--- config.mk ---
export PLATFORM = sky130hd
export DESIGN_NAME = align_release_ctrl
export DESIGN_NICKNAME = d
export VERILOG_FILES = /design/src/rtl/align_ctrl_pkg.sv /design/src/rtl/align_release_ctrl.sv /design/src/rtl/multiblock_counter.sv
export SDC_FILE = /design/constraint.sdc
export NUM_CORES = 1
export LEC_CHECK = 0
export BUFFER_PORTS_ARGS = -buffer_cell sky130_fd_sc_hd__buf_2
export CAP_MARGIN = 20
export CORE_UTILIZATION = 35
export CTS_BUF_LIST = sky130_fd_sc_hd__clkbuf_8
export CTS_CLUSTER_DIAMETER = 50
export DETAILED_ROUTE_END_ITERATION = 16
export GPL_TIMING_DRIVEN = 0
export PLACE_DENSITY = 0.61
export REMOVE_ABC_BUFFERS = 1
export SLEW_MARGIN = 20
export SYNTH_ARGS = -nofsm -noshare
export SYNTH_HDL_FRONTEND = slang
export SYNTH_SLANG_ARGS = --single-unit
--- constraint.sdc ---
create_clock -name mclk -period 2.8 [get_ports mclk]
set_input_delay 0.14 -clock mclk [delete_from_list [all_inputs] [get_ports mclk]]
set_output_delay 0.14 -clock mclk [all_outputs]
set_load 0.01 [all_outputs]
--- src/rtl/align_ctrl_pkg.sv ---
// Package: register map, field positions, reset values for alignment control
package align_ctrl_pkg;
    // Register byte addresses
    localparam logic [7:0] ADDR_REF_ALIGN_CTRL = 8'h54;
    localparam logic [7:0] ADDR_RX_STATUS_WORD_ZERO = 8'h80;
    localparam logic [7:0] ADDR_ALIGN_STATUS = 8'h58;
    // Field positions of the control word
    localparam int IMM_RELEASE_BIT = 25;
    localparam int REL_OFS_MSB = 24;
    localparam int REL_OFS_LSB = 16;
    localparam int CNT_OFS_MSB = 15;
    localparam int CNT_OFS_LSB = 8;
    localparam int CNT_OFS_LIMIT = 255;
    // Build-time reset values of the compile-time specific fields
    localparam logic RST_IMM_RELEASE = 1'b0;
    localparam logic [8:0] RST_REL_OFS = 9'h000;
    localparam logic [7:0] RST_CNT_OFS = 8'h00;
    // AXI responses
    localparam logic [1:0] RESP_OKAY = 2'h0;
    localparam logic [1:0] RESP_SLVERR = 2'h2;
endpackage : align_ctrl_pkg

--- src/rtl/align_release_ctrl.sv ---
// Multiblock counter phase and elastic buffer release control, AXI4-Lite slave
//
// Our own choice: the AXI4-Lite slave port.
`timescale 1ns/1ns
module align_release_ctrl
    import align_ctrl_pkg::*;
#(
    parameter int E = 1,
    parameter logic RESET_IMM_RELEASE = RST_IMM_RELEASE,
    parameter logic [8:0] RESET_REL_OFS = RST_REL_OFS,
    parameter logic [7:0] RESET_CNT_OFS = RST_CNT_OFS
) (
    input wire logic mclk,
    input wire logic arst_n,
    input wire logic [7:0] s_axi_awaddr,
    input wire logic s_axi_awvalid,
    output logic s_axi_awready,
    input wire logic [31:0] s_axi_wdata,
    input wire logic [3:0] s_axi_wstrb,
    input wire logic s_axi_wvalid,
    output logic s_axi_wready,
    output logic [1:0] s_axi_bresp,
    output logic s_axi_bvalid,
    input wire logic s_axi_bready,
    input wire logic [7:0] s_axi_araddr,
    input wire logic s_axi_arvalid,
    output logic s_axi_arready,
    output logic [31:0] s_axi_rdata,
    output logic [1:0] s_axi_rresp,
    output logic s_axi_rvalid,
    input wire logic s_axi_rready,
    input wire logic ref_pulse,
    input wire logic ref_detect_en,
    input wire logic [8:0] lane_delay_count,
    input wire logic lanes_aligned,
    output logic buffer_release,
    output logic [8:0] mb_count
);
    localparam int CW = 9;
    localparam logic [CW-1:0] LAST = CW'(E * 16 - 1);

    // Register decode on the word index; the two low address bits are ignored
    function automatic logic hits_reg(input logic [7:0] addr, input logic [7:0] reg_addr);
        return addr[7:2] == reg_addr[7:2];
    endfunction : hits_reg

    ////////////////////////////////////////////////////////////////////////////
    // Control register
    logic imm_release;
    logic [8:0] rel_ofs;
    logic [7:0] cnt_ofs;
    logic aw_held, w_held;
    logic [7:0] aw_addr;
    logic [31:0] w_data;
    logic [3:0] w_strb;
    logic [31:0] ctrl_word;
    logic do_write;
    logic ctrl_wr_en;
    logic [31:0] status_word;

    // Read-back image of the control word; reserved bits read as zero
    assign ctrl_word = {6'h00, imm_release, rel_ofs, cnt_ofs, 8'h00};

    // Field writes only land on the control word
    assign ctrl_wr_en = do_write && hits_reg(aw_addr, ADDR_REF_ALIGN_CTRL);

    // Address and data may arrive in either order; hold each until both are in
    assign s_axi_awready = !aw_held && !s_axi_bvalid;
    assign s_axi_wready = !w_held && !s_axi_bvalid;
    assign do_write = aw_held && w_held && !s_axi_bvalid;

    always_ff @(posedge mclk or negedge arst_n) begin
        if (!arst_n) begin
            aw_held <= 1'b0;
            w_held <= 1'b0;
            aw_addr <= 8'h00;
            w_data <= 32'h0000_0000;
            w_strb <= 4'h0;
        end else begin
            // A taken half waits here for its partner
            if (s_axi_awvalid && s_axi_awready) begin
                aw_held <= 1'b1;
                aw_addr <= s_axi_awaddr;
            end else if (do_write) begin
                aw_held <= 1'b0;
            end
            if (s_axi_wvalid && s_axi_wready) begin
                w_held <= 1'b1;
                w_data <= s_axi_wdata;
                w_strb <= s_axi_wstrb;
            end else if (do_write) begin
                w_held <= 1'b0;
            end
        end
    end

    // Write response one cycle after both halves are held
    // Writes to anything but the control word are refused with SLVERR
    always_ff @(posedge mclk or negedge arst_n) begin
        if (!arst_n) begin
            s_axi_bvalid <= 1'b0;
            s_axi_bresp <= RESP_OKAY;
        end else if (do_write) begin
            s_axi_bvalid <= 1'b1;
            s_axi_bresp <= hits_reg(aw_addr, ADDR_REF_ALIGN_CTRL) ? RESP_OKAY : RESP_SLVERR;
        end else if (s_axi_bready) begin
            s_axi_bvalid <= 1'b0;
        end
    end

    // Immediate-release flag in the top byte lane; reset value fixed at build time
    always_ff @(posedge mclk or negedge arst_n) begin
        if (!arst_n) begin
            imm_release <= RESET_IMM_RELEASE;
        end else if (ctrl_wr_en && w_strb[3]) begin
            imm_release <= w_data[IMM_RELEASE_BIT];
        end
    end

    // Release offset straddles byte lanes two and three
    always_ff @(posedge mclk or negedge arst_n) begin
        if (!arst_n) begin
            rel_ofs <= RESET_REL_OFS;
        end else if (ctrl_wr_en) begin
            if (w_strb[2]) begin
                rel_ofs[7:0] <= w_data[REL_OFS_LSB+7:REL_OFS_LSB];
            end
            if (w_strb[3]) begin
                rel_ofs[8] <= w_data[REL_OFS_MSB];
            end
        end
    end

    // Counter offset; the range fallback happens at the counter's load input
    always_ff @(posedge mclk or negedge arst_n) begin
        if (!arst_n) begin
            cnt_ofs <= RESET_CNT_OFS;
        end else if (ctrl_wr_en && w_strb[1]) begin
            cnt_ofs <= w_data[CNT_OFS_MSB:CNT_OFS_LSB];
        end
    end

    ////////////////////////////////////////////////////////////////////////////
    // Read channel: one-cycle answer, unmapped reads SLVERR with zero data
    // One read outstanding: a new address waits until the data is taken
    assign s_axi_arready = !s_axi_rvalid;

    // Status word: release flag and live counter value
    assign status_word = {15'h0000, buffer_release, 7'h00, mb_count};

    always_ff @(posedge mclk or negedge arst_n) begin
        if (!arst_n) begin
            s_axi_rvalid <= 1'b0;
            s_axi_rdata <= 32'h0000_0000;
            s_axi_rresp <= RESP_OKAY;
        end else if (s_axi_arvalid && s_axi_arready) begin
            s_axi_rvalid <= 1'b1;
            s_axi_rresp <= RESP_OKAY;
            case (s_axi_araddr[7:2])
                ADDR_REF_ALIGN_CTRL[7:2]: s_axi_rdata <= ctrl_word;
                ADDR_ALIGN_STATUS[7:2]: s_axi_rdata <= status_word;
                default: begin
                    s_axi_rdata <= 32'h0000_0000;
                    s_axi_rresp <= RESP_SLVERR;
                end
            endcase
        end else if (s_axi_rready) begin
            s_axi_rvalid <= 1'b0;
        end
    end

    ////////////////////////////////////////////////////////////////////////////
    // Reference pulse synchroniser and rising-edge detect
    // Pin is asynchronous: two flops settle it, the third only delays for the edge
    logic ref_s1, ref_s2, ref_s3;
    logic ref_rise;

    always_ff @(posedge mclk or negedge arst_n) begin
        if (!arst_n) begin
            ref_s1 <= 1'b0;
            ref_s2 <= 1'b0;
            ref_s3 <= 1'b0;
        end else begin
            ref_s1 <= ref_pulse;
            ref_s2 <= ref_s1;
            ref_s3 <= ref_s2;
        end
    end

    // Mode gating is decided outside; this input qualifies edges
    assign ref_rise = ref_s2 && !ref_s3 && ref_detect_en;

    // Offsets above the counter range fall back to zero
    function automatic logic [CW-1:0] clamp_cnt_ofs(input logic [7:0] ofs);
        if (int'(ofs) > int'(LAST))
            return '0;
        return CW'(ofs);
    endfunction : clamp_cnt_ofs

    logic at_boundary;

    ////////////////////////////////////////////////////////////////////////////
    // Multiblock counter
    // Default offset zero makes each edge restart the counter at zero
    multiblock_counter #(
        .CW(CW)
    ) u_counter (
        .mclk(mclk),
        .arst_n(arst_n),
        .load(ref_rise),
        .load_value(clamp_cnt_ofs(cnt_ofs)),
        .last_value(LAST),
        .count(mb_count),
        .at_boundary(at_boundary)
    );

    ////////////////////////////////////////////////////////////////////////////
    // Release point: offset counts link clocks before the boundary
    logic [8:0] eff_ofs;
    logic ofs_illegal;
    logic [CW-1:0] release_point;
    logic release_hit;

    // Immediate release borrows the measured lane delay as its offset
    assign eff_ofs = imm_release ? lane_delay_count : rel_ofs;
    // An offset beyond the count range can never match, so release at once
    assign ofs_illegal = (eff_ofs > LAST);
    assign release_point = LAST - eff_ofs;

    // Release point: the boundary itself for offset zero, else the count match
    assign release_hit = ofs_illegal
                         || (eff_ofs == 9'h000 && at_boundary)
                         || (eff_ofs != 9'h000 && mb_count == release_point);

    ////////////////////////////////////////////////////////////////////////////
    // Release sequence: idle until lanes arrive, armed until the point, then open
    typedef enum logic [1:0] {
        REL_IDLE,
        REL_ARMED,
        REL_OPEN
    } rel_state_t;
    rel_state_t state, next_state;

    // Losing alignment always drops back to idle and closes the buffer
    always_comb begin
        next_state = state;
        case (state)
            REL_IDLE: begin
                if (lanes_aligned && release_hit) begin
                    next_state = REL_OPEN;
                end else if (lanes_aligned) begin
                    next_state = REL_ARMED;
                end
            end
            REL_ARMED: begin
                if (!lanes_aligned) begin
                    next_state = REL_IDLE;
                end else if (release_hit) begin
                    next_state = REL_OPEN;
                end
            end
            REL_OPEN: begin
                if (!lanes_aligned) begin
                    next_state = REL_IDLE;
                end
            end
            default: begin
                next_state = REL_IDLE;
            end
        endcase
    end

    // State register
    always_ff @(posedge mclk or negedge arst_n) begin
        if (!arst_n) begin
            state <= REL_IDLE;
        end else begin
            state <= next_state;
        end
    end

    // Release output moves with the state so it stays a plain flop
    always_ff @(posedge mclk or negedge arst_n) begin
        if (!arst_n) begin
            buffer_release <= 1'b0;
        end else begin
            buffer_release <= (next_state == REL_OPEN);
        end
    end
endmodule : align_release_ctrl

--- src/rtl/multiblock_counter.sv ---
// Multiblock counter with reference-pulse reload
`timescale 1ns/1ns
module multiblock_counter #(
    parameter int CW = 9
) (
    input wire logic mclk,
    input wire logic arst_n,
    input wire logic load,
    input wire logic [CW-1:0] load_value,
    input wire logic [CW-1:0] last_value,
    output logic [CW-1:0] count,
    output logic at_boundary
);
    // Reload on reference edge, otherwise count and wrap at the last value
    always_ff @(posedge mclk or negedge arst_n) begin
        if (!arst_n) begin
            count <= '0;
        end else if (load) begin
            count <= load_value;
        end else if (count >= last_value) begin
            count <= '0;
        end else begin
            count <= count + 1'b1;
        end
    end

    assign at_boundary = (count == last_value);
endmodule : multiblock_counter

# After elaboration in Yosys (flattened, before gate mapping)
# Index checks and enable logic that the tools add are counted.
[classes]
addsub = 2
n_lt_le_gt_ge = 3
eq_ne = 8
muxes = 22
n_reduce_logical = 32
[ops]
columns = ["operator", "n"]
rows = [
  ["one-hot mux 26 bit (2 select lines)", 1],
  ["two-way mux 9 bit", 5],
  ["== test 6 x 5 -> 1 bit, second input constant", 3],
  ["logical AND 1 bit", 15],
  ["two-way mux 2 bit", 7],
  ["adder 9 x 1 -> 9 bit, second input constant", 1],
  ["== test 9 x 4 -> 1 bit, second input constant", 1],
  ["== test 9 bit", 1],
  ["greater-or-equal comparator 9 x 4 -> 1 bit, second input constant", 1],
  ["greater-than comparator 9 x 4 -> 1 bit, second input constant", 1],
  ["zero test 9 bit", 1],
  ["nonzero test 9 bit", 1],
  ["subtractor 4 x 9 -> 9 bit, first input constant", 1],
  ["greater-than comparator 8 x 4 -> 1 bit, second input constant", 1],
  ["two-way mux 1 bit", 8],
  ["nonzero test 2 bit", 4],
  ["one-hot mux 2 bit (3 select lines)", 1],
  ["zero test 1 bit", 5],
  ["== test 2 bit, second input constant", 2],
  ["AND reduction 2 bit", 2],
  ["== test 2 x 1 -> 1 bit, second input constant", 1],
  ["zero test 2 bit", 1],
  ["logical OR 1 bit", 2],
  ["OR reduction 2 bit", 1],
]
[totals]
reg_bits = 111
inputBits = 71
output_inout_bits = 51
elab_cells = 87

# Depth between registers and ports, before layout
# Gate-level depths: netlist of the first run.
[depth]
depth_word = 9
ltp_mapped = 9
depth_no_buf = 8

# Modules after synthesis
# Synthesis of the first run repeated with hierarchy kept, for this count alone.
[unflattened]
hier_cells = 390
hier_area_um2 = 4295.4
[by_module_without_submodules]
columns = ["module", "instances", "cells_each", "area_each_um2", "seq_area_each_um2"]
rows = [
  ["align_release_ctrl", 1, 311, 3628.5, 2077.0],
  ["multiblock_counter", 1, 79, 666.9, 225.2],
]

# Least setup slack after synthesis of the first run
# Ideal clock, no wire load.
[synth_path]
kind = "register to register"
start = "register imm_release"
end = "register buffer_release"
setup_time_ns = 0.078
arrival_ns = 1.835
required_time_ns = 2.722
slack_ns = 0.887
path_stages_with_launch = 10
path_buffers = 2
path_cell_list = "dfrtp_1 -> buf_6 -> buf_4 -> mux2i_1 -> ha_1 -> xnor2_1 -> xnor2_1 -> a211oi_1 -> nor3b_1 -> o2bb2ai_1"
[synth_via]
elab_chain_len = 9
[synth_rtl]
columns = ["element", "line_no", "rtl"]
rows = [
  ["start, declared", "align_release_ctrl.sv:49", "logic imm_release;"],
  ["start signal, assigned", "align_release_ctrl.sv:116", "imm_release <= w_data[IMM_RELEASE_BIT];"],
  ["two-way mux 9 bit (*)", "align_release_ctrl.sv:225", "assign eff_ofs = imm_release ? lane_delay_count : rel_ofs;"],
  ["subtractor 4 x 9 -> 9 bit / zero test 9 bit (equally long branches)", "align_release_ctrl.sv:228, align_release_ctrl.sv:232", ""],
  ["== test 9 bit / logical AND 1 bit (equally long branches)", "align_release_ctrl.sv:233, align_release_ctrl.sv:232", ""],
  ["logical AND 1 bit / logical OR 1 bit (equally long branches)", "align_release_ctrl.sv:233, align_release_ctrl.sv:232", ""],
  ["logical OR 1 bit (*)", "align_release_ctrl.sv:233", "|| (eff_ofs != 9'h000 && mb_count == release_point);"],
  ["two-way mux 2 bit / logical AND 1 bit (equally long branches)", "align_release_ctrl.sv:258, align_release_ctrl.sv:249", ""],
  ["two-way mux 2 bit, on equally long branches", "align_release_ctrl.sv:256, align_release_ctrl.sv:249", ""],
  ["one-hot mux 2 bit (3 select lines) (*)", "align_release_ctrl.sv:247", "case (state)"],
  ["== test 2 bit (*)", "align_release_ctrl.sv:287", "buffer_release <= (next_state == REL_OPEN);"],
  ["end signal, assigned", "align_release_ctrl.sv:287", ""],
  ["end, declared", "align_release_ctrl.sv:36", "output logic buffer_release,"],
]
# Mark *: on every way between the ends. The rest lies on a longest branch, timed or not.
# A chain may end at the register's enable or synchronous reset.

# Worst setup path after layout of the first run
[layout_path]
start = "register imm_release"
end = "register state[1]"
[layout_via]
elab_chain_len = 8
[layout_rtl]
columns = ["element", "line_no", "rtl"]
rows = [
  ["two-way mux 9 bit (*)", "align_release_ctrl.sv:225", ""],
  ["subtractor 4 x 9 -> 9 bit / zero test 9 bit (equally long branches)", "align_release_ctrl.sv:228, align_release_ctrl.sv:232", ""],
  ["== test 9 bit / logical AND 1 bit (equally long branches)", "align_release_ctrl.sv:233, align_release_ctrl.sv:232", ""],
  ["logical AND 1 bit / logical OR 1 bit (equally long branches)", "align_release_ctrl.sv:233, align_release_ctrl.sv:232", ""],
  ["logical OR 1 bit (*)", "align_release_ctrl.sv:233", ""],
  ["two-way mux 2 bit / logical AND 1 bit (equally long branches)", "align_release_ctrl.sv:258, align_release_ctrl.sv:249", ""],
  ["two-way mux 2 bit, on equally long branches", "align_release_ctrl.sv:256, align_release_ctrl.sv:249", ""],
  ["one-hot mux 2 bit (3 select lines) (*)", "align_release_ctrl.sv:247", ""],
  ["net next_state[1]", "align_release_ctrl.sv:242", "rel_state_t state, next_state;"],
  ["end signal, assigned", "align_release_ctrl.sv:278", "state <= next_state;"],
  ["end, declared", "align_release_ctrl.sv:242", ""],
]
# The timed path passes the listed nets; every way through them passes the cells marked *.

==> results.sh, run 1 <==
export IMPL_crit_required_ps=3090
export IMPL_die_w_um=108
export IMPL_dp_cells=563
export IMPL_use_met2=0.257
export IMPL_synth_avg_cell_area_um2=11.8
export IMPL_maxCapViolations=0
export IMPL_totalWireLength_mm=8.57
export IMPL_vdd_drop_max_mv=0.439
export IMPL_antenna_left=0
export IMPL_status="finished, final reports clean"
export IMPL_reg2reg_setup_slack_ps=280
export IMPL_globalplace_congestion=0.815
export IMPL_antenna_found_initial=0
export IMPL_cts_hold_buffers=30
export IMPL_tns_ps=0
export IMPL_fin_skew_ps=10.4
export IMPL_grt_overflow_total=0
export IMPL_nets=537
export IMPL_seq_area_frac_synth=0.584
export IMPL_clk_path_buf_depth=2
export IMPL_port_buffers=94
export IMPL_antenna_cells=0
export IMPL_register_area_um2=2300
export IMPL_hold_start="s_axi_wdata[8]"
export IMPL_period_share=0.900
export IMPL_final_common_cell="buf_2"
export IMPL_ys_warn_count=0
export IMPL_cts_max_level=3
export IMPL_ys_types=42
export IMPL_critPathArrivalTime_ps=2810
export IMPL_multi_input_area_um2=1570
export IMPL_setup_viol=0
export IMPL_wl_per_cell_um=14.1
export IMPL_crit_chain="mux2_4, inv_1, ha_1, xnor2_1, xnor2_1, a211oi_1, nor3b_1, o2bb2ai_1"
export IMPL_post_cts_resized=0
export IMPL_cts_root_buffer="clkbuf_8"
export IMPL_grt_pass1_wl_mm=14.0
export IMPL_numCtsBuffers=9
export IMPL_finalCriticalPeriod_ps=2520
export IMPL_grtUsageMet3=0.0332
export IMPL_viasPerCell=4.75
export IMPL_cp_max_fo=19
export IMPL_syn_inst=335
export IMPL_fillers=1015
export IMPL_first_global_vias=2849
export IMPL_io_pins=122
export IMPL_dr_pass1_iters=4
export IMPL_utilization=0.466
export IMPL_grt_busiest_layer="met2"
export IMPL_grt_max_degree=66
export IMPL_max_slew_margin=0.405
export IMPL_cp_num_buf_inv=1
export IMPL_crit_type="reg -> reg"
export IMPL_remaining_drc_errors=0
export IMPL_grtUsageMet1=0.204
export IMPL_syn2layout_area_growth_pct=28.8
export IMPL_slowest_stage="dfrtp_1"
export IMPL_final_cells=609
export IMPL_r2r_end="state[1]"
export IMPL_async_reset_ff_frac=1.00
export IMPL_critPathMostFrequentCell="xnor2_1"
export IMPL_critPathCaptureType="register"
export IMPL_min_to="w_data[8]"
export IMPL_cts_clk_slew_worst_paths_ps=90
export IMPL_tightest_slew_ps=892
export IMPL_cp_start_kind="register"
export IMPL_fmax_ghz=0.397
export IMPL_critPathTopFamily="flip-flops"
export IMPL_postCtsSetupBuffers=0
export IMPL_rsz0062_at_grt="no"
export IMPL_coreArea_um2=10900
export IMPL_holdPathStages=2
export IMPL_dp_hpwl_mm=6.07
export IMPL_synthFlopType="dfrtp_1"
export IMPL_synth_area_um2=3940
export IMPL_die_area_um2=11700
export IMPL_grt_use_total=0.159
export IMPL_clock_sinks=92
export IMPL_cts_tree="done"
export IMPL_timing_critical_path_from="imm_release"
export IMPL_drv_slew=0
export IMPL_initial_core_util=0.362
export IMPL_die_y_um=108
export IMPL_fp_row_count=38
export IMPL_synth_edf_count=0
export IMPL_r2r_worst_path_cells=8
export IMPL_worstSkewPairLatency_ps=370
export IMPL_hold_viol_final=0
export IMPL_final_cell_mix="buf_2 (93), dfrtp_1 (92), nand2_1 (61)"
export IMPL_leakage_nw=2.39
export IMPL_rr_startpoint="imm_release"
export IMPL_hp_class="in -> reg"
export IMPL_power_density_nw_per_um2=756
export IMPL_cpPeakStageDelay_ps=830
export IMPL_ys_seq_elements=92
export IMPL_via_count=2892
export IMPL_drt_iter0_drc=97
export IMPL_drive_above_1_share=0.348
## state kept, by name, summed over array words and instances (netlist names)
signal	cells
w_strb	3
rel_ofs	9
s_axi_bresp	1
ref_s1	1
s_axi_rdata	26
w_data	18
imm_release	1
aw_addr	6
ref_s2	1
ref_s3	1
s_axi_bvalid	1
state	2
s_axi_rvalid	1
s_axi_rresp	1
cnt_ofs	8
aw_held	1
w_held	1
buffer_release	1
u_counter.count	9
## where the power goes
| part | internal [W] | switching (W) |
|---|---|---|
| logic | 0.000646 | 0.000497 |
| clock network | 0.000345 | 0.000478 |
| registers | 0.00165 | 0.000223 |
## per-stage QoR
step                total power, W  setup slack, ps  cell area (um^2)  hold slack (ps)
global placement           0.00294             87.5              4520              248
finish                     0.00384              281              5080             25.2
global route               0.00410              153              5080             4.86
floorplan                  0.00268              643              3870             -156
CTS                        0.00389              296              5070             3.61
detailed placement         0.00301              327              4590             33.1
## routing by layer
metal  vias up  routed length [um]
met5         -                   0
met4         0                 163
met3        12                 420
met2        85                4110
met1      1400                3870
li1       1395                   -
## worst max-delay path by stage
stage	endpoint	cells past startpoint
floorplan	buffer_release	7
global placement	w_data[14]	3
detailed placement	state[1]	8
CTS	state[1]	8
global route	state[1]	8
finish	state[1]	8
## layout make-up
cell class,instances,share of cell area
tap,140,0.0345
clock inverter,6,0.00789
multi-input combinational,230,0.310
sequential,92,0.453
timing repair buffer,126,0.164
inverter,5,0.00370
clock buffer,10,0.0271
## synthesized netlist by cell type, drive strengths merged (3+ instances only)
cell type	count	area (um^2)
mux2i	8	80.1
nand3	5	25.0
nor3	4	20.0
buf	11	82.6
and2	3	18.8
nand2	62	233
or4	4	37.5
xnor2	9	78.8
dfrtp	92	2300
inv	5	18.8
nor3b	6	50.1
a21oi	4	20.0
o21ai	32	160
nor2	7	26.3
mux2	46	522
clkbuf	9	33.8
## kinds of logic (layout without fill, tap and decap cells)
logic type | Yosys count | after routing | synth area share
xor+xnor | 11 | 11 | 0.0244
other cells | 1 | 13 | 0.000951
fa+ha+maj | 2 | 2 | 0.00635
flops | 92 | 92 | 0.584
compound gates | 51 | 51 | 0.0758
mux | 54 | 54 | 0.153
simple gates | 99 | 99 | 0.122
buf+inv | 25 | 147 | 0.0343
No activity file was read; power rests on OpenSTA's default activity.
==> run 2, diff against run 1 <==
--- a/config.mk
+++ b/config.mk
@@ -7,12 +7,12 @@
 export LEC_CHECK = 0
 export BUFFER_PORTS_ARGS = -buffer_cell sky130_fd_sc_hd__buf_2
 export CAP_MARGIN = 20
-export CORE_UTILIZATION = 35
+export CORE_UTILIZATION = 40
 export CTS_BUF_LIST = sky130_fd_sc_hd__clkbuf_8
 export CTS_CLUSTER_DIAMETER = 50
 export DETAILED_ROUTE_END_ITERATION = 16
 export GPL_TIMING_DRIVEN = 0
-export PLACE_DENSITY = 0.61
+export PLACE_DENSITY = 0.68
 export REMOVE_ABC_BUFFERS = 1
 export SLEW_MARGIN = 20
 export SYNTH_ARGS = -nofsm -noshare
==> constraint.sdc (replaced) <==
create_clock -name mclk -period 2.8 [get_ports mclk]
set_input_delay 0.42 -clock mclk [delete_from_list [all_inputs] [get_ports mclk]]
set_output_delay 0.42 -clock mclk [all_outputs]
set_load 0.01 [all_outputs]
==> run 2 against run 1 <==
Effect of this change: power increased by 5.4%; core utilization increased by 4.8 points; non-clock buffer count decreased by 28; clock power increased by 29%; critical path depth unchanged; register-to-register slack about the same; combinational power about the same; fmax decreased by 0.13%; sequential power about the same; hold slack improved by 140 ps; routed wire length decreased by 7.6%; largest cell class unchanged; largest power group unchanged; highest routed layer unchanged.
==> results.sh, run 2 (same netlist as run 1, synthesis figures left out) <==
export IMPL_fmax_ghz=0.396
export IMPL_die_y_um=101
export IMPL_reg2reg_setup_slack_ps=280
export IMPL_timing_critical_path_from="imm_release"
export IMPL_power_density_nw_per_um2=835
export IMPL_fin_skew_ps=7.53
export IMPL_utilization=0.514
export IMPL_cp_max_fo=19
export IMPL_rr_startpoint="imm_release"
export IMPL_clock_sinks=92
export IMPL_grt_busiest_layer="met2"
export IMPL_via_count=2744
export IMPL_fp_row_count=35
export IMPL_cp_start_kind="register"
export IMPL_use_met2=0.272
export IMPL_critPathTopFamily="flip-flops"
export IMPL_leakage_nw=2.31
export IMPL_drv_slew=0
export IMPL_max_slew_margin=0.397
export IMPL_grt_pass1_wl_mm=13.1
export IMPL_viasPerCell=4.81
export IMPL_grtUsageMet3=0.0407
export IMPL_post_cts_resized=0
export IMPL_final_cell_mix="buf_2 (93), dfrtp_1 (92), nand2_1 (61)"
export IMPL_dp_hpwl_mm=5.80
export IMPL_cp_endpoint="state[1]"
export IMPL_final_common_cell="buf_2"
export IMPL_grt_max_degree=60
export IMPL_clk_path_buf_depth=2
export IMPL_top_register="s_axi_rdata"
export IMPL_r2r_worst_path_cells=8
export IMPL_sequentialPowerShare=0.463
export IMPL_coreArea_um2=9420
export IMPL_io_pins=122
export IMPL_antenna_left=0
export IMPL_slowest_stage="dfrtp_1"
export IMPL_critPathArrivalTime_ps=2810
export IMPL_crit_type="reg -> reg"
export IMPL_numCtsBuffers=9
export IMPL_setup_viol=0
export IMPL_cts_hold_buffers=1
export IMPL_rsz0062_at_grt="no"
export IMPL_worstSkewPairLatency_ps=360
export IMPL_dr_pass1_iters=6
export IMPL_vdd_drop_max_mv=0.455
export IMPL_period_share=0.901
export IMPL_status="finished, final reports clean"
export IMPL_maxCapViolations=0
export IMPL_hold_viol_final=0
export IMPL_switching_share=0.292
export IMPL_grt_use_total=0.169
export IMPL_cpPeakStageDelay_ps=840
export IMPL_finalPower_w=0.00404
export IMPL_cts_clk_slew_worst_paths_ps=90
export IMPL_largest_reg_flops=26
export IMPL_remaining_drc_errors=0
export IMPL_port_buffers=94
export IMPL_finalCriticalPeriod_ps=2520
export IMPL_die_area_um2=10300
export IMPL_r2r_end="state[1]"
export IMPL_wl_per_cell_um=13.9
export IMPL_nets=509
export IMPL_die_w_um=101
export IMPL_crit_required_ps=3090
export IMPL_whs_ps=162
export IMPL_critPathCaptureType="register"
export IMPL_cp_num_buf_inv=1
export IMPL_antenna_cells=0
export IMPL_globalplace_congestion=0.787
export IMPL_final_cells=570
export IMPL_first_global_vias=2646
export IMPL_postCtsSetupBuffers=0
export IMPL_critPathMostFrequentCell="xnor2_1"
export IMPL_syn2layout_area_growth_pct=22.8
export IMPL_cp_depth=8
export IMPL_clockPowerShare=0.263
export IMPL_antenna_found_initial=1
export IMPL_drive_above_1_share=0.372
export IMPL_dp_cells=553
export IMPL_crit_chain="mux2_4, inv_1, ha_1, xnor2_1, xnor2_1, a211oi_1, nor3b_1, o2bb2ai_1"
export IMPL_hp_class="in -> reg"
export IMPL_grtUsageMet1=0.215
export IMPL_switchingPower_w=0.00118
export IMPL_tns_ps=0
export IMPL_internal_power_w=0.00286
export IMPL_tightest_slew_ps=904
export IMPL_cts_root_buffer="clkbuf_8"
export IMPL_cts_max_level=3
export IMPL_totalWireLength_mm=7.92
export IMPL_combPwrFrac=0.275
export IMPL_grt_overflow_total=0
export IMPL_cts_tree="done"
export IMPL_drt_iter0_drc=55
export IMPL_largestRegisters="s_axi_rdata: 26 flops, w_data: 18 flops"
export IMPL_initial_core_util=0.419
## run 2: power groups by stage
stage          Sequential [W]  Clock (W)  Combinational (W)
2_1_floorplan         0.00184          0           0.000841
3_3_place_gp          0.00188          0            0.00105
3_5_place_dp          0.00190          0            0.00112
4_1_cts               0.00187    0.00109            0.00112
5_1_grt               0.00191    0.00115            0.00124
6_report              0.00187    0.00106            0.00111
## run 2: final cells by class
| class | instances | area (um^2) |
|---|---|---|
| clock buffer | 9 | 124 |
| clock inverter | 7 | 116 |
| fill | 857 | 4570 |
| inverter | 5 | 18.8 |
| multi-input combinational | 230 | 1570 |
| sequential | 92 | 2300 |
| tap | 129 | 161 |
| timing repair buffer | 98 | 553 |
## run 2: through the flow
stage,worst slack (ps),cell area (um^2)
2_1_floorplan,643,3870
3_3_place_gp,56.7,4500
3_5_place_dp,312,4590
4_1_cts,276,4840
5_1_grt,72.4,4840
6_report,277,4840
## run 2: worst reg2reg max path, cell delays in order (launching register included)
cell and delay, ps:
dfrtp_1 840, mux2_4 390, inv_1 70, ha_1 190
xnor2_1 160, xnor2_1 90, a211oi_1 280, nor3b_1 300
o2bb2ai_1 140
## run 2: per-layer routing
layer | up-vias | part of all wire
li1 | 1338 | -
met1 | 1309 | 0.46
met2 | 83 | 0.47
met3 | 14 | 0.054
met4 | 0 | 0.021
met5 | - | 0
## run 2: how the worst min path moves through the flow
| stage | start | to | slack (ps) | cells past startpoint |
|---|---|---|---|---|
| finish | ref_pulse | ref_s1 | 160 | 1 |
| global route | ref_pulse | ref_s1 | 150 | 1 |
| CTS | ref_pulse | ref_s1 | 150 | 1 |
| detailed placement | arst_n | w_data[25] | 340 | 1 |
| global placement | ref_s1 | ref_s2 | 330 | 0 |
| floorplan | arst_n | aw_addr[2] | 120 | 0 |
==> run 3, diff against run 2 <==
--- a/config.mk
+++ b/config.mk
@@ -12,7 +12,6 @@
 export CTS_CLUSTER_DIAMETER = 50
 export DETAILED_ROUTE_END_ITERATION = 16
 export GPL_TIMING_DRIVEN = 0
-export PLACE_DENSITY = 0.68
 export REMOVE_ABC_BUFFERS = 1
 export SLEW_MARGIN = 20
 export SYNTH_ARGS = -nofsm -noshare
==> run 3 against run 2 <==
Effect of this change: sequential power barely moved; global-route usage is 0.17 points lower; clock-buffer cell count did not move; design area is 0.62% lower; core utilization down 0.32 points; routed wire length increased by 0.51%; sequential cell count is the same; clock power fell by 15%; critical path depth stayed put; die area is the same; fmax rose by 1.8%; largest power group unchanged.
==> results.sh, run 3 (same netlist as run 1, synthesis figures left out) <==
export IMPL_status="finished, final reports clean"
export IMPL_tightest_slew_ps=749
export IMPL_drive_above_1_share=0.376
export IMPL_final_cell_mix="buf_2 (93), dfrtp_1 (92), nand2_1 (61)"
export IMPL_crit_required_ps=3080
export IMPL_initial_core_util=0.419
export IMPL_fp_row_count=35
export IMPL_setup_viol=0
export IMPL_cts_clk_slew_worst_paths_ps=100
export IMPL_first_global_vias=2673
export IMPL_totalWireLength_mm=7.96
export IMPL_max_slew_margin=0.501
export IMPL_fmax_ghz=0.403
export IMPL_die_y_um=101
export IMPL_remaining_drc_errors=0
export IMPL_cts_max_level=3
export IMPL_hold_viol_final=0
export IMPL_antenna_left=0
export IMPL_die_w_um=101
export IMPL_dp_hpwl_mm=5.84
export IMPL_timing_critical_path_from="imm_release"
export IMPL_globalplace_congestion=0.828
export IMPL_critPathArrivalTime_ps=2760
export IMPL_largestRegisters="s_axi_rdata: 26 flops, w_data: 18 flops"
export IMPL_hp_class="in -> reg"
export IMPL_numCtsBuffers=9
export IMPL_syn2layout_area_growth_pct=22.1
export IMPL_cts_root_buffer="clkbuf_8"
export IMPL_antenna_found_initial=0
export IMPL_wl_per_cell_um=13.9
export IMPL_cp_start_kind="register"
export IMPL_io_pins=122
export IMPL_post_cts_resized=0
export IMPL_crit_type="reg -> reg"
export IMPL_final_common_cell="buf_2"
export IMPL_hold_start="ref_pulse"
export IMPL_tns_ps=0
export IMPL_fin_skew_ps=12.7
export IMPL_dp_cells=554
export IMPL_grt_max_degree=61
export IMPL_via_count=2752
export IMPL_cp_max_fo=19
export IMPL_critPathCaptureType="register"
export IMPL_grt_use_total=0.167
export IMPL_dr_pass1_iters=4
export IMPL_nets=510
export IMPL_final_cells=571
export IMPL_maxCapViolations=0
export IMPL_setup_slack_ps=321
export IMPL_period_share=0.885
export IMPL_die_area_um2=10300
export IMPL_grt_pass1_wl_mm=13.0
export IMPL_rsz0062_at_grt="no"
export IMPL_postCtsSetupBuffers=0
export IMPL_whs_ps=162
export IMPL_viasPerCell=4.82
export IMPL_pre_cts_slack_ps=356
export IMPL_drt_iter0_drc=72
export IMPL_fillers=866
export IMPL_antenna_cells=0
export IMPL_finalCriticalPeriod_ps=2480
export IMPL_utilization=0.511
export IMPL_grt_overflow_total=0
export IMPL_worstSkewPairLatency_ps=360
export IMPL_largest_reg_flops=26
export IMPL_port_buffers=94
export IMPL_clk_path_buf_depth=2
export IMPL_cts_tree="done"
export IMPL_top_register="s_axi_rdata"
export IMPL_reg2reg_setup_slack_ps=320
export IMPL_rr_startpoint="imm_release"
export IMPL_coreArea_um2=9420
export IMPL_vdd_drop_max_mv=0.435
export IMPL_drv_slew=0
export IMPL_power_density_nw_per_um2=803
export IMPL_clock_sinks=92
export IMPL_leakage_nw=2.28
export IMPL_cts_hold_buffers=1
==> run 3: changes by cell type in the layout (fill, tap and decap cells not counted), sizes merged <==
cell,delta
buf,+1
clkinv,-1
bufinv,-2
clkinvlp,+3
==> run 3: cell type report <==
cell class / instances / area, um^2 / share of cell area
well taps: 129 / 161 / 0.0335
flip-flops and latches: 92 / 2300 / 0.478
repair buffers: 99 / 564 / 0.117
multi-input cells: 230 / 1570 / 0.326
clock buffers: 9 / 124 / 0.0257
inverters: 5 / 18.8 / 0.00390
clock inverters: 7 / 75.1 / 0.0156
==> run 3: worst max-delay path, cell delays in order, from the launching register on <==
cell and delay [ps]:
dfrtp_1 840, mux2_4 380, inv_1 60, ha_1 200
xnor2_1 160, xnor2_1 80, a211oi_1 230, nor3b_1 300
o2bb2ai_1 150
==> run 3: path summary, 6_finish.rpt <==
| check | endpoint | depth (start not counted) |
|---|---|---|
| max | state[1] | 8 |
| min | ref_s1 | 1 |
| max reg2reg | state[1] | 8 |
| min reg2reg | ref_s2 | 0 |
| max in group asynchronous | s_axi_rdata[17] | 3 |
| min in group asynchronous | s_axi_rvalid | 2 |
==> run 3: per-stage QoR <==
stage / total power [W] / area [um^2]
2_1_floorplan: 0.00268 / 3870
3_3_place_gp: 0.00293 / 4500
3_5_place_dp: 0.00300 / 4600
4_1_cts: 0.00390 / 4810
5_1_grt: 0.00411 / 4810
6_report: 0.00386 / 4810
==> run 3: power by group <==
part | internal [W] | switching [W] | leakage (nW)
clock network | 0.000416 | 0.000483 | 0.0918
logic | 0.000624 | 0.000475 | 1.00
registers | 0.00165 | 0.000219 | 1.19
==> run 3: per-layer routing <==
| layer | vias to the layer above | wire, um | GRT usage |
|---|---|---|---|
| met2 | 93 | 3440 | 0.248 |
| met5 | - | 0 | 0 |
| met1 | 1302 | 3790 | 0.224 |
| met4 | 0 | 182 | 0.0725 |
| met3 | 16 | 545 | 0.0538 |
| li1 | 1341 | - | - |
